==> src/hdl/hbv_pkg.sv <==
// Shared constants and carrier types for the brake and audio-to-vibe block.
// Assumes an 8-bit register port driven by the serial control front end.
package hbv_pkg;
  // Register offsets.
  localparam logic [7:0] HBV_OFS_BRAKE = 8'h10;
  localparam logic [7:0] HBV_OFS_CTRL = 8'h11;
  localparam logic [7:0] HBV_OFS_IN_FLOOR = 8'h12;
  localparam logic [7:0] HBV_OFS_IN_FS = 8'h13;
  localparam logic [7:0] HBV_OFS_DR_FLOOR = 8'h14;
  localparam logic [7:0] HBV_OFS_DR_CEIL = 8'h15;
  // Control field positions.
  localparam int HBV_CTRL_PEAK_LSB = 2;
  localparam int HBV_CTRL_LP_LSB = 0;
  // Reset values.
  localparam logic [7:0] HBV_BRAKE_RST = 8'h00;
  localparam logic [1:0] HBV_PEAK_SEL_RST = 2'h0;
  localparam logic [1:0] HBV_LP_SEL_RST = 2'h1;
  localparam logic [7:0] HBV_IN_FLOOR_RST = 8'h19;
  localparam logic [7:0] HBV_IN_FS_RST = 8'hFF;
  localparam logic [7:0] HBV_DR_FLOOR_RST = 8'h19;
  localparam logic [7:0] HBV_DR_CEIL_RST = 8'hFF;
  // Timing: the peak window is a multiple of 10 ms.
  localparam int HBV_CLK_HZ = 25_000_000;
  localparam int HBV_PEAK_UNIT_MS = 10;
  localparam int HBV_PEAK_UNIT_CYC = HBV_PEAK_UNIT_MS * (HBV_CLK_HZ / 1000);
  localparam int HBV_DIV_STEPS = 16;

  typedef struct packed {
    logic [7:0] brake;
    logic [1:0] peak_sel;
    logic [1:0] lp_sel;
    logic [7:0] in_floor;
    logic [7:0] in_fs;
    logic [7:0] dr_floor;
    logic [7:0] dr_ceil;
  } hbv_cfg_s;

  typedef struct packed {
    logic valid;
    logic signed [7:0] level;
    logic [7:0] index;
  } hbv_sample_s;
endpackage : hbv_pkg

==> src/hdl/hbv_peak_window.sv <==
// Peak detector over a window of one to four time units.
// Assumes amplitude samples arrive on the same clock.
`timescale 1ns/1ns
`default_nettype none
module hbv_peak_window
  import hbv_pkg::*;
#(
  parameter int UNIT_CYC = HBV_PEAK_UNIT_CYC,
  parameter int CW = 24
) (
  // Clock and reset.
  input wire logic clock_in,
  input wire logic sys_rst_in,
  // Control.
  input wire logic enable_in,
  input wire logic [1:0] sel_in,
  // Amplitude stream.
  input wire logic amp_valid_in,
  input wire logic [7:0] amp_in,
  // Result.
  output logic peak_valid_out,
  output logic [7:0] peak_out
);
  typedef struct packed {
    logic [CW-1:0] cnt;
    logic [7:0] maxv;
    logic [7:0] peak;
    logic pv;
  } hbv_pk_state_s;

  hbv_pk_state_s s, next_s;
  logic [CW-1:0] last_cnt;
  logic [7:0] new_max;

  always_comb begin
    last_cnt = CW'((int'(sel_in) + 1) * UNIT_CYC - 1);
    new_max = (amp_valid_in && amp_in > s.maxv) ? amp_in : s.maxv;
    next_s = s;
    next_s.pv = 1'b0;
    if (!enable_in) begin
      next_s.cnt = '0;
      next_s.maxv = 8'h00;
    end else if (s.cnt >= last_cnt) begin
      next_s.cnt = '0;
      next_s.maxv = 8'h00;
      next_s.peak = new_max;
      next_s.pv = 1'b1;
    end else begin
      next_s.cnt = s.cnt + 1'b1;
      next_s.maxv = new_max;
    end
  end

  always_ff @(posedge clock_in) begin
    if (sys_rst_in) begin
      s <= '0;
    end else begin
      s <= next_s;
    end
  end

  assign peak_valid_out = s.pv;
  assign peak_out = s.peak;
endmodule : hbv_peak_window
`default_nettype wire

==> src/hdl/hbv_brake_finder.sv <==
// Finds the sample with the most negative drive value in a waveform.
// Assumes the playback engine streams each waveform between start and end.
`timescale 1ns/1ns
`default_nettype none
module hbv_brake_finder
  import hbv_pkg::*;
(
  // Clock and reset.
  input wire logic clock_in,
  input wire logic sys_rst_in,
  // Waveform stream.
  input wire logic start_in,
  input wire hbv_sample_s sample_in,
  input wire logic end_in,
  // Result.
  output logic [7:0] brake_index_out,
  output logic found_out
);
  typedef struct packed {
    logic signed [7:0] minv;
    logic [7:0] idx;
    logic have;
    logic [7:0] brake_index;
    logic found;
  } hbv_bf_state_s;

  hbv_bf_state_s s, next_s;
  logic take;

  always_comb begin
    // Strict compare keeps the first of equal minima.
    take = sample_in.valid && (!s.have || sample_in.level < s.minv);
    next_s = s;
    if (start_in) begin
      next_s.have = 1'b0;
      next_s.found = 1'b0;
    end else begin
      if (take) begin
        next_s.minv = sample_in.level;
        next_s.idx = sample_in.index;
        next_s.have = 1'b1;
      end
      if (end_in) begin
        next_s.brake_index = take ? sample_in.index : s.idx;
        next_s.found = take | s.have;
      end
    end
  end

  always_ff @(posedge clock_in) begin
    if (sys_rst_in) begin
      s <= '0;
    end else begin
      s <= next_s;
    end
  end

  assign brake_index_out = s.brake_index;
  assign found_out = s.found;
endmodule : hbv_brake_finder
`default_nettype wire

==> src/hdl/hbv_top.sv <==
// Brake time adjust and audio-to-vibe configuration with its drive mapping.
// Assumes the serial bus front end, playback engine and input ADC share clock_in.
`timescale 1ns/1ns
`default_nettype none
module hbv_top
  import hbv_pkg::*;
#(
  parameter int PEAK_UNIT_CYC = HBV_PEAK_UNIT_CYC,
  parameter int WP_W = 4
) (
  // Clock and reset.
  input wire logic clock_in,
  input wire logic sys_rst_in,
  // Register port.
  input wire logic [7:0] reg_addr_in,
  input wire logic reg_wr_in,
  input wire logic reg_rd_in,
  input wire logic [7:0] reg_wdata_in,
  output logic [7:0] reg_rdata_out,
  output logic reg_rvalid_out,
  // Waveform playback.
  input wire logic wave_start_in,
  input wire hbv_sample_s wave_sample_in,
  input wire logic wave_end_in,
  input wire logic open_loop_in,
  input wire logic play_step_valid_in,
  input wire logic [7:0] play_step_index_in,
  input wire logic [WP_W-1:0] waveform_step_period_in,
  output logic [7:0] brake_index_out,
  output logic brake_found_out,
  output logic signed [WP_W+8:0] brake_adjust_ms_out,
  output logic brake_adjust_valid_out,
  // Audio-to-vibe path.
  input wire logic audio_mode_in,
  input wire logic amp_valid_in,
  input wire logic [7:0] amp_in,
  output logic [1:0] lowpass_cutoff_sel_out,
  output logic [7:0] drive_level_out,
  output logic drive_valid_out
);
  localparam int ADJ_W = WP_W + 9;

  typedef struct packed {
    hbv_cfg_s regs;
    logic [7:0] rdata;
    logic rvalid;
    logic signed [ADJ_W-1:0] adj;
    logic adj_valid;
    logic busy;
    logic [4:0] cnt;
    logic [15:0] num;
    logic [8:0] rem;
    logic [15:0] quo;
    logic [7:0] den;
    logic [7:0] cap_floor;
    logic [7:0] cap_ceil;
    logic [7:0] drive;
    logic drive_valid;
  } hbv_top_state_s;

  hbv_top_state_s s, next_s;

  logic peak_valid;
  logic [7:0] peak;
  logic [8:0] rem_sh;
  logic [15:0] quo_sh;
  logic [7:0] span;
  logic [7:0] lvl;

  function automatic logic [7:0] read_mux(input hbv_cfg_s r, input logic [7:0] a);
    logic [7:0] v;
    v = 8'h00;
    if (a == HBV_OFS_BRAKE) begin
      v = r.brake;
    end else if (a == HBV_OFS_CTRL) begin
      v = {4'h0, r.peak_sel, r.lp_sel};
    end else if (a == HBV_OFS_IN_FLOOR) begin
      v = r.in_floor;
    end else if (a == HBV_OFS_IN_FS) begin
      v = r.in_fs;
    end else if (a == HBV_OFS_DR_FLOOR) begin
      v = r.dr_floor;
    end else if (a == HBV_OFS_DR_CEIL) begin
      v = r.dr_ceil;
    end
    return v;
  endfunction : read_mux

  hbv_brake_finder u_brake (
    .clock_in(clock_in),
    .sys_rst_in(sys_rst_in),
    .start_in(wave_start_in),
    .sample_in(wave_sample_in),
    .end_in(wave_end_in),
    .brake_index_out(brake_index_out),
    .found_out(brake_found_out)
  );

  hbv_peak_window #(
    .UNIT_CYC(PEAK_UNIT_CYC)
  ) u_peak (
    .clock_in(clock_in),
    .sys_rst_in(sys_rst_in),
    .enable_in(audio_mode_in),
    .sel_in(s.regs.peak_sel),
    .amp_valid_in(amp_valid_in),
    .amp_in(amp_in),
    .peak_valid_out(peak_valid),
    .peak_out(peak)
  );

  always_comb begin
    next_s = s;
    next_s.rvalid = 1'b0;
    next_s.adj_valid = 1'b0;
    next_s.drive_valid = 1'b0;
    rem_sh = {s.rem[7:0], s.num[15]};
    quo_sh = {s.quo[14:0], 1'b0};
    span = (s.regs.dr_ceil > s.regs.dr_floor) ? s.regs.dr_ceil - s.regs.dr_floor : 8'h00;
    lvl = 8'h00;

    // Register writes; reserved control bits are dropped.
    if (reg_wr_in) begin
      if (reg_addr_in == HBV_OFS_BRAKE) begin
        next_s.regs.brake = reg_wdata_in;
      end else if (reg_addr_in == HBV_OFS_CTRL) begin
        next_s.regs.peak_sel = reg_wdata_in[HBV_CTRL_PEAK_LSB +: 2];
        next_s.regs.lp_sel = reg_wdata_in[HBV_CTRL_LP_LSB +: 2];
      end else if (reg_addr_in == HBV_OFS_IN_FLOOR) begin
        next_s.regs.in_floor = reg_wdata_in;
      end else if (reg_addr_in == HBV_OFS_IN_FS) begin
        next_s.regs.in_fs = reg_wdata_in;
      end else if (reg_addr_in == HBV_OFS_DR_FLOOR) begin
        next_s.regs.dr_floor = reg_wdata_in;
      end else if (reg_addr_in == HBV_OFS_DR_CEIL) begin
        next_s.regs.dr_ceil = reg_wdata_in;
      end
    end
    if (reg_rd_in) begin
      next_s.rdata = read_mux(s.regs, reg_addr_in);
      next_s.rvalid = 1'b1;
    end

    // Brake step adjustment, answered one cycle after each step request.
    if (play_step_valid_in) begin
      next_s.adj_valid = 1'b1;
      if (open_loop_in && brake_found_out && play_step_index_in == brake_index_out) begin
        next_s.adj = ADJ_W'($signed(s.regs.brake))
          * ADJ_W'($signed({1'b0, waveform_step_period_in}));
      end else begin
        next_s.adj = '0;
      end
    end

    // Drive mapping. A new peak is dropped while a division runs, which
    // cannot happen with windows far longer than the division.
    if (s.busy) begin
      if (rem_sh >= {1'b0, s.den}) begin
        next_s.rem = rem_sh - {1'b0, s.den};
        next_s.quo = quo_sh | 16'h0001;
      end else begin
        next_s.rem = rem_sh;
        next_s.quo = quo_sh;
      end
      next_s.num = {s.num[14:0], 1'b0};
      next_s.cnt = s.cnt - 1'b1;
      if (s.cnt == 5'h01) begin
        lvl = s.cap_floor + next_s.quo[7:0];
        next_s.drive = (lvl > s.cap_ceil) ? s.cap_ceil : lvl;
        next_s.drive_valid = 1'b1;
        next_s.busy = 1'b0;
      end
    end else if (peak_valid) begin
      next_s.cap_floor = s.regs.dr_floor;
      next_s.cap_ceil = s.regs.dr_ceil;
      if (peak < s.regs.in_floor) begin
        next_s.drive = 8'h00;
        next_s.drive_valid = 1'b1;
      end else if (peak >= s.regs.in_fs) begin
        next_s.drive = s.regs.dr_ceil;
        next_s.drive_valid = 1'b1;
      end else begin
        next_s.num = 16'(peak - s.regs.in_floor) * 16'(span);
        next_s.den = s.regs.in_fs - s.regs.in_floor;
        next_s.rem = 9'h000;
        next_s.quo = 16'h0000;
        next_s.cnt = 5'(HBV_DIV_STEPS);
        next_s.busy = 1'b1;
      end
    end
  end

  always_ff @(posedge clock_in) begin
    if (sys_rst_in) begin
      s <= '0;
      s.regs.brake <= HBV_BRAKE_RST;
      s.regs.peak_sel <= HBV_PEAK_SEL_RST;
      s.regs.lp_sel <= HBV_LP_SEL_RST;
      s.regs.in_floor <= HBV_IN_FLOOR_RST;
      s.regs.in_fs <= HBV_IN_FS_RST;
      s.regs.dr_floor <= HBV_DR_FLOOR_RST;
      s.regs.dr_ceil <= HBV_DR_CEIL_RST;
    end else begin
      s <= next_s;
    end
  end

  assign reg_rdata_out = s.rdata;
  assign reg_rvalid_out = s.rvalid;
  assign brake_adjust_ms_out = s.adj;
  assign brake_adjust_valid_out = s.adj_valid;
  assign lowpass_cutoff_sel_out = s.regs.lp_sel;
  assign drive_level_out = s.drive;
  assign drive_valid_out = s.drive_valid;

  AST_BRAKE_CLOSED_ZERO:
  assert property (@(posedge clock_in) disable iff (sys_rst_in)
    play_step_valid_in && !open_loop_in |=> brake_adjust_valid_out && brake_adjust_ms_out == 0)
    else $error("Closed-loop step got a brake adjustment.");

  AST_BRAKE_PRODUCT:
  assert property (@(posedge clock_in) disable iff (sys_rst_in)
    play_step_valid_in && open_loop_in && brake_found_out
      && play_step_index_in == brake_index_out
    |=> brake_adjust_ms_out == ADJ_W'($signed($past(s.regs.brake))
      * $signed({1'b0, $past(waveform_step_period_in)})))
    else $error("Brake adjustment is not offset times step period.");

  AST_BRAKE_OTHER_STEP:
  assert property (@(posedge clock_in) disable iff (sys_rst_in)
    play_step_valid_in && play_step_index_in != brake_index_out
    |=> brake_adjust_ms_out == 0)
    else $error("Non-braking step got a brake adjustment.");

  AST_CTRL_READBACK:
  assert property (@(posedge clock_in) disable iff (sys_rst_in)
    reg_wr_in && reg_addr_in == HBV_OFS_CTRL ##1 reg_rd_in && reg_addr_in == HBV_OFS_CTRL
      && !reg_wr_in
    |=> reg_rvalid_out && reg_rdata_out == {4'h0, $past(reg_wdata_in[3:0], 2)})
    else $error("Control readback wrong or reserved bits set.");

  AST_CUTOFF_OUT:
  assert property (@(posedge clock_in) disable iff (sys_rst_in)
    reg_wr_in && reg_addr_in == HBV_OFS_CTRL |=> lowpass_cutoff_sel_out == $past(reg_wdata_in[1:0]))
    else $error("Cutoff select did not follow the write.");

  AST_BELOW_FLOOR:
  assert property (@(posedge clock_in) disable iff (sys_rst_in)
    peak_valid && !s.busy && peak < s.regs.in_floor |=> drive_valid_out && drive_level_out == 8'h00)
    else $error("Peak below input floor was not ignored.");

  AST_FULL_SCALE:
  assert property (@(posedge clock_in) disable iff (sys_rst_in)
    peak_valid && !s.busy && peak >= s.regs.in_fs && peak >= s.regs.in_floor
    |=> drive_valid_out && drive_level_out == $past(s.regs.dr_ceil))
    else $error("Full-scale peak did not give ceiling drive.");

  AST_DRIVE_FLOOR:
  assert property (@(posedge clock_in) disable iff (sys_rst_in)
    drive_valid_out && drive_level_out != 8'h00 && s.cap_floor <= s.cap_ceil
    |-> drive_level_out >= s.cap_floor)
    else $error("Drive below drive floor.");

  AST_DRIVE_CEIL:
  assert property (@(posedge clock_in) disable iff (sys_rst_in)
    drive_valid_out |-> drive_level_out <= s.cap_ceil)
    else $error("Drive above drive ceiling.");

  AST_MAP_LATENCY:
  assert property (@(posedge clock_in) disable iff (sys_rst_in)
    peak_valid && !s.busy && peak >= s.regs.in_floor && peak < s.regs.in_fs
    |-> ##17 drive_valid_out)
    else $error("Mapped drive not produced 17 cycles after the peak.");

  AST_BRAKE_NOT_FOUND:
  assert property (@(posedge clock_in) disable iff (sys_rst_in)
    play_step_valid_in && !brake_found_out |=> brake_adjust_ms_out == 0)
    else $error("Step before any braking sample was found got an adjustment.");

  AST_CUTOFF_RESET:
  assert property (@(posedge clock_in) disable iff (sys_rst_in)
    $fell(sys_rst_in) |-> lowpass_cutoff_sel_out == HBV_LP_SEL_RST)
    else $error("Cutoff select did not leave reset at its default code.");

  AST_DRIVE_FLOOR_RESET:
  assert property (@(posedge clock_in) disable iff (sys_rst_in)
    $fell(sys_rst_in) |-> s.regs.dr_floor == HBV_DR_FLOOR_RST)
    else $error("Drive floor did not leave reset at its default code.");
endmodule : hbv_top
`default_nettype wire

==> config.mk <==
export PLATFORM = sky130hd
export DESIGN_NAME = hbv_top
export DESIGN_NICKNAME = d
export VERILOG_FILES = /design/src/hdl/hbv_pkg.sv /design/src/hdl/hbv_peak_window.sv /design/src/hdl/hbv_brake_finder.sv /design/src/hdl/hbv_top.sv
export SDC_FILE = /design/constraint.sdc
export NUM_CORES = 1
export LEC_CHECK = 0
export ABC_AREA = 1
export BUFFER_PORTS_ARGS = -buffer_cell sky130_fd_sc_hd__buf_2
export CAP_MARGIN = 20
export CORE_ASPECT_RATIO = 1.1
export CORE_MARGIN = 3
export CORE_UTILIZATION = 65
export CTS_CLUSTER_DIAMETER = 80
export DETAILED_ROUTE_END_ITERATION = 8
export PLACE_DENSITY = 0.88
export SLEW_MARGIN = 30
export SYNTH_ARGS = -nofsm -noshare
export SYNTH_HDL_FRONTEND = slang
export SYNTH_HIERARCHICAL = 1
export SYNTH_SLANG_ARGS = --single-unit
export TNS_END_PERCENT = 1
==> constraint.sdc <==
create_clock -name clock_in -period 14.9 [get_ports clock_in]
set_input_delay 2.98 -clock clock_in [delete_from_list [all_inputs] [get_ports clock_in]]
set_output_delay 2.98 -clock clock_in [all_outputs]
set_load 0.01 [all_outputs]
==> reports/qor.yml <==
sta:
  tightest_slew_ns: 0.855
  finalHoldViolCount: 0
  fin_ws_ns: 8.65
  finClkSkew_ns: 0.0229
  final.setup.tns_ns: 0
  rsz0062_at_grt: "false"
  timing.final.max_slew_violations: 0
  fin_crit_sh_pct: 41.9
  relSlewSlack_pct: 42.6
  fin_crit_ns: 6.25
  timing.fmax_ghz: 0.160
  setup_viol: 0
worst_setup_path:
  cp.arrival_ns: 6.62
  crit_path_end: "rem_sh[0]"
  crit_type: "flop to flop"
  cp.depth: 26
  critPathRequiredTime_ns: 15.27
  crit_start: "s[103]"
  reg2reg_slack_ns: 8.65
  crit_path_top_delay_cell: "nor3_1"
  end_kind: "flop"
  r2r_end: "rem_sh[0]"
  worst-path-max-fanout: 11
  cpMostUsedCell: "inv_1"
  cp_top_family: "adder cells"
  critical_path_buf_inv_count: 6
  worstReg2RegStart: "s[103]"
  reg2regPathDepth: 26
  max_stage_delay_ns: 0.69
  critical_path.startpoint_type: "flop"
logic_synthesis:
  postSynthAreaPerCell_um2: 7.23
  yosysUniqueCellTypes: 59
  muxShareOfSynthArea_pct: 0
  ys.warnings.count: 6
  synthTopCellsByArea: "dfxtp_1 26%, ha_1 12%, nand2_1 11%"
  synthXorXnorAreaFrac_pct: 2.58
  yosys.area_share.simple_pct: 23.0
  synth_adder_area_share_pct: 21.5
  synth.top_cell.area_share_pct: 25.6
  synth_seq_area_share_pct: 25.6
  synth_cells: 2203
  synth_top_family_by_area: "simple AND/OR/NAND/NOR gates"
  async_reset_ff_share_pct: 0
  synthesis.area_mm2: 0.0159
  ys_seq_elements: 204
  synth_compound_area_share_pct: 13.5
  synthTopCellsByCount: "464 x nand2_1, 399 x inv_1, 204 x dfxtp_1, 187 x a21oi_1, 149 x ha_1"
  synthFlopType: "dfxtp_1"
  synth.most_common_cell: "nand2_1"
  synth_top_area_cell: "dfxtp_1"
  synth-edff-count: 0
drt:
  drt_pass1_iterations: 6
  viasPerCell: 5.60
  drc_errors: 0
  vias: 14300
  drt_iter0_drc: 1210
  ant_nets: 0
  routedWlPerCell_um: 14.9
  totalWireLength_um: 38100
power_and_ir_drop:
  power.leakage_nw: 8.60
  max-vdd-ir-drop_uv: 132
  power_density_mw_per_mm2: 138
grt:
  grt_usage_pct: 28.6
  grt_max_degree: 90
  grt_pass1_wl_um: 64500
  first_global_vias: 14200
  globalRoute.totalOverflow: 0
  antenna_found_initial: 1
floorplanning:
  fp.coreArea_mm2: 0.0238
  dieWidth_um: 155
  rows: 59
  ios: 106
  initial_core_util_pct: 66.8
  dieArea_mm2: 0.0264
  die_h_um: 170
final_layout:
  area_growth_pct: 6.80
  antennaDiodeCount: 0
  utilization_pct: 71.3
  drive_gt1_share_pct: 9.76
  fillers: 1929
  nets: 2529
clock_tree:
  cts_buffers: 23
  clkSinkCount: 204
  cts_root_buf: "clkbuf_16"
  cts_resized: 0
  insertion_delay_ns: 0.52
  cts_hold_buf: 0
  postCtsSetupBuffers: 0
  htreeDepth: 1
  cts_tree: "done"
  clk_pin_slew_worst_paths_ns: 0.06
  clock_path_buffers: 3
placement:
  gp_congestion: 0.927
  dp_hpwl_um: 29100
  port_buffers: 105
  dp_slack_ns: 8.54
status:
  status: "completed"
flow_run:
  maxCapViolations: 0
worst_hold_path:
  hold_class: "flop to flop"
-- layout by cell type (no fill, tap or decap), types with 8 or more instances in the layout --
cell / Yosys / routed
buf_2: 6 / 104
a21oi_1: 187 / 187
xor2_1: 36 / 36
fa_1: 78 / 78
o211ai_1: 37 / 37
clkbuf_16: 0 / 23
nand4_1: 19 / 19
nand3_1: 95 / 95
dfxtp_1: 204 / 204
nor2_2: 18 / 18
nor2_1: 147 / 147
nand2_1: 464 / 464
inv_2: 13 / 13
ha_1: 149 / 149
o21ai_0: 85 / 85
nand3b_1: 11 / 11
nand2_2: 9 / 9
nor3_1: 27 / 27
inv_1: 399 / 399
a211oi_1: 8 / 8
xnor2_1: 11 / 11
or2_2: 9 / 9
a31oi_1: 25 / 25
-- layout make-up --
cell class              count  area (um^2)  share of cell area [%]
well taps                 305          382                    2.24
inverters                 414         1550                    9.14
clock inverters             7          101                   0.596
multi-input cells        1486         9670                    56.8
clock buffers              32          649                    3.82
flip-flops and latches    204         4080                    24.0
repair buffers            110          569                    3.35
-- metal layers --
| metal | track usage (%) | share of wire [%] | routed length, um | vias up |
|---|---|---|---|---|
| li1 | - | - | - | 7045 |
| met1 | 35.7 | 41 | 15700 | 6667 |
| met2 | 50.6 | 49 | 18600 | 492 |
| met3 | 4.58 | 6.9 | 2620 | 107 |
| met4 | 9.52 | 3.1 | 1180 | 2 |
| met5 | 0 | 0.034 | 13 | - |
-- kinds of logic (layout without fill, tap and decap cells) --
logic type | Yosys count | in the layout
flops | 204 | 204
simple gates | 829 | 829
other cells | 1 | 3
xor+xnor | 47 | 47
fa+ha+maj | 227 | 227
compound gates | 380 | 380
buf+inv | 515 | 563
-- sequential cells by signal (all words and copies together), names as in the netlist, 2 cells and up --
signal / count
s: 87
u_peak/s: 32
u_brake/s: 17
brake_adjust_ms_out: 13
rem_sh: 9
drive_level_out: 8
reg_rdata_out: 8
u_brake/brake_index_out: 8
u_peak/peak_out: 8
quo_sh: 7
lowpass_cutoff_sel_out: 2
-- report_power, final --
part	internal, mW	total [mW]	switching [mW]	leakage [nW]
clock network	0.339	0.568	0.229	0.360
logic	0.443	1.19	0.750	6.58
registers	0.575	0.594	0.0193	1.66
total	1.36	2.36	0.999	8.60
-- how the worst min path moves through the flow --
stage                             from            to  slack [ns]  depth (start not counted)
after floorplan           u_peak/s[17]  u_peak/s[17]        0.42                          1
after global placement    u_peak/s[17]  u_peak/s[17]        0.43                          1
after detailed placement  u_peak/s[17]  u_peak/s[17]        0.44                          1
after CTS                 u_peak/s[17]  u_peak/s[17]        0.46                          1
after global routing      u_peak/s[17]  u_peak/s[17]        0.47                          1
final                     u_peak/s[17]  u_peak/s[17]        0.46                          1
-- metrics by stage --
| step | area, um^2 | cells | power, mW | hold slack (ns) |
|---|---|---|---|---|
| after global routing | 17000 | 2558 | 2.58 | 0.466 |
| after floorplan | 15900 | 2205 | 1.55 | 0.423 |
| after global placement | 16300 | 2519 | 1.73 | 0.431 |
| after detailed placement | 16300 | 2519 | 1.78 | 0.441 |
| final | 17000 | 2558 | 2.36 | 0.455 |
| after CTS | 17000 | 2558 | 2.35 | 0.456 |
No activity file was read; power rests on OpenSTA's default activity.
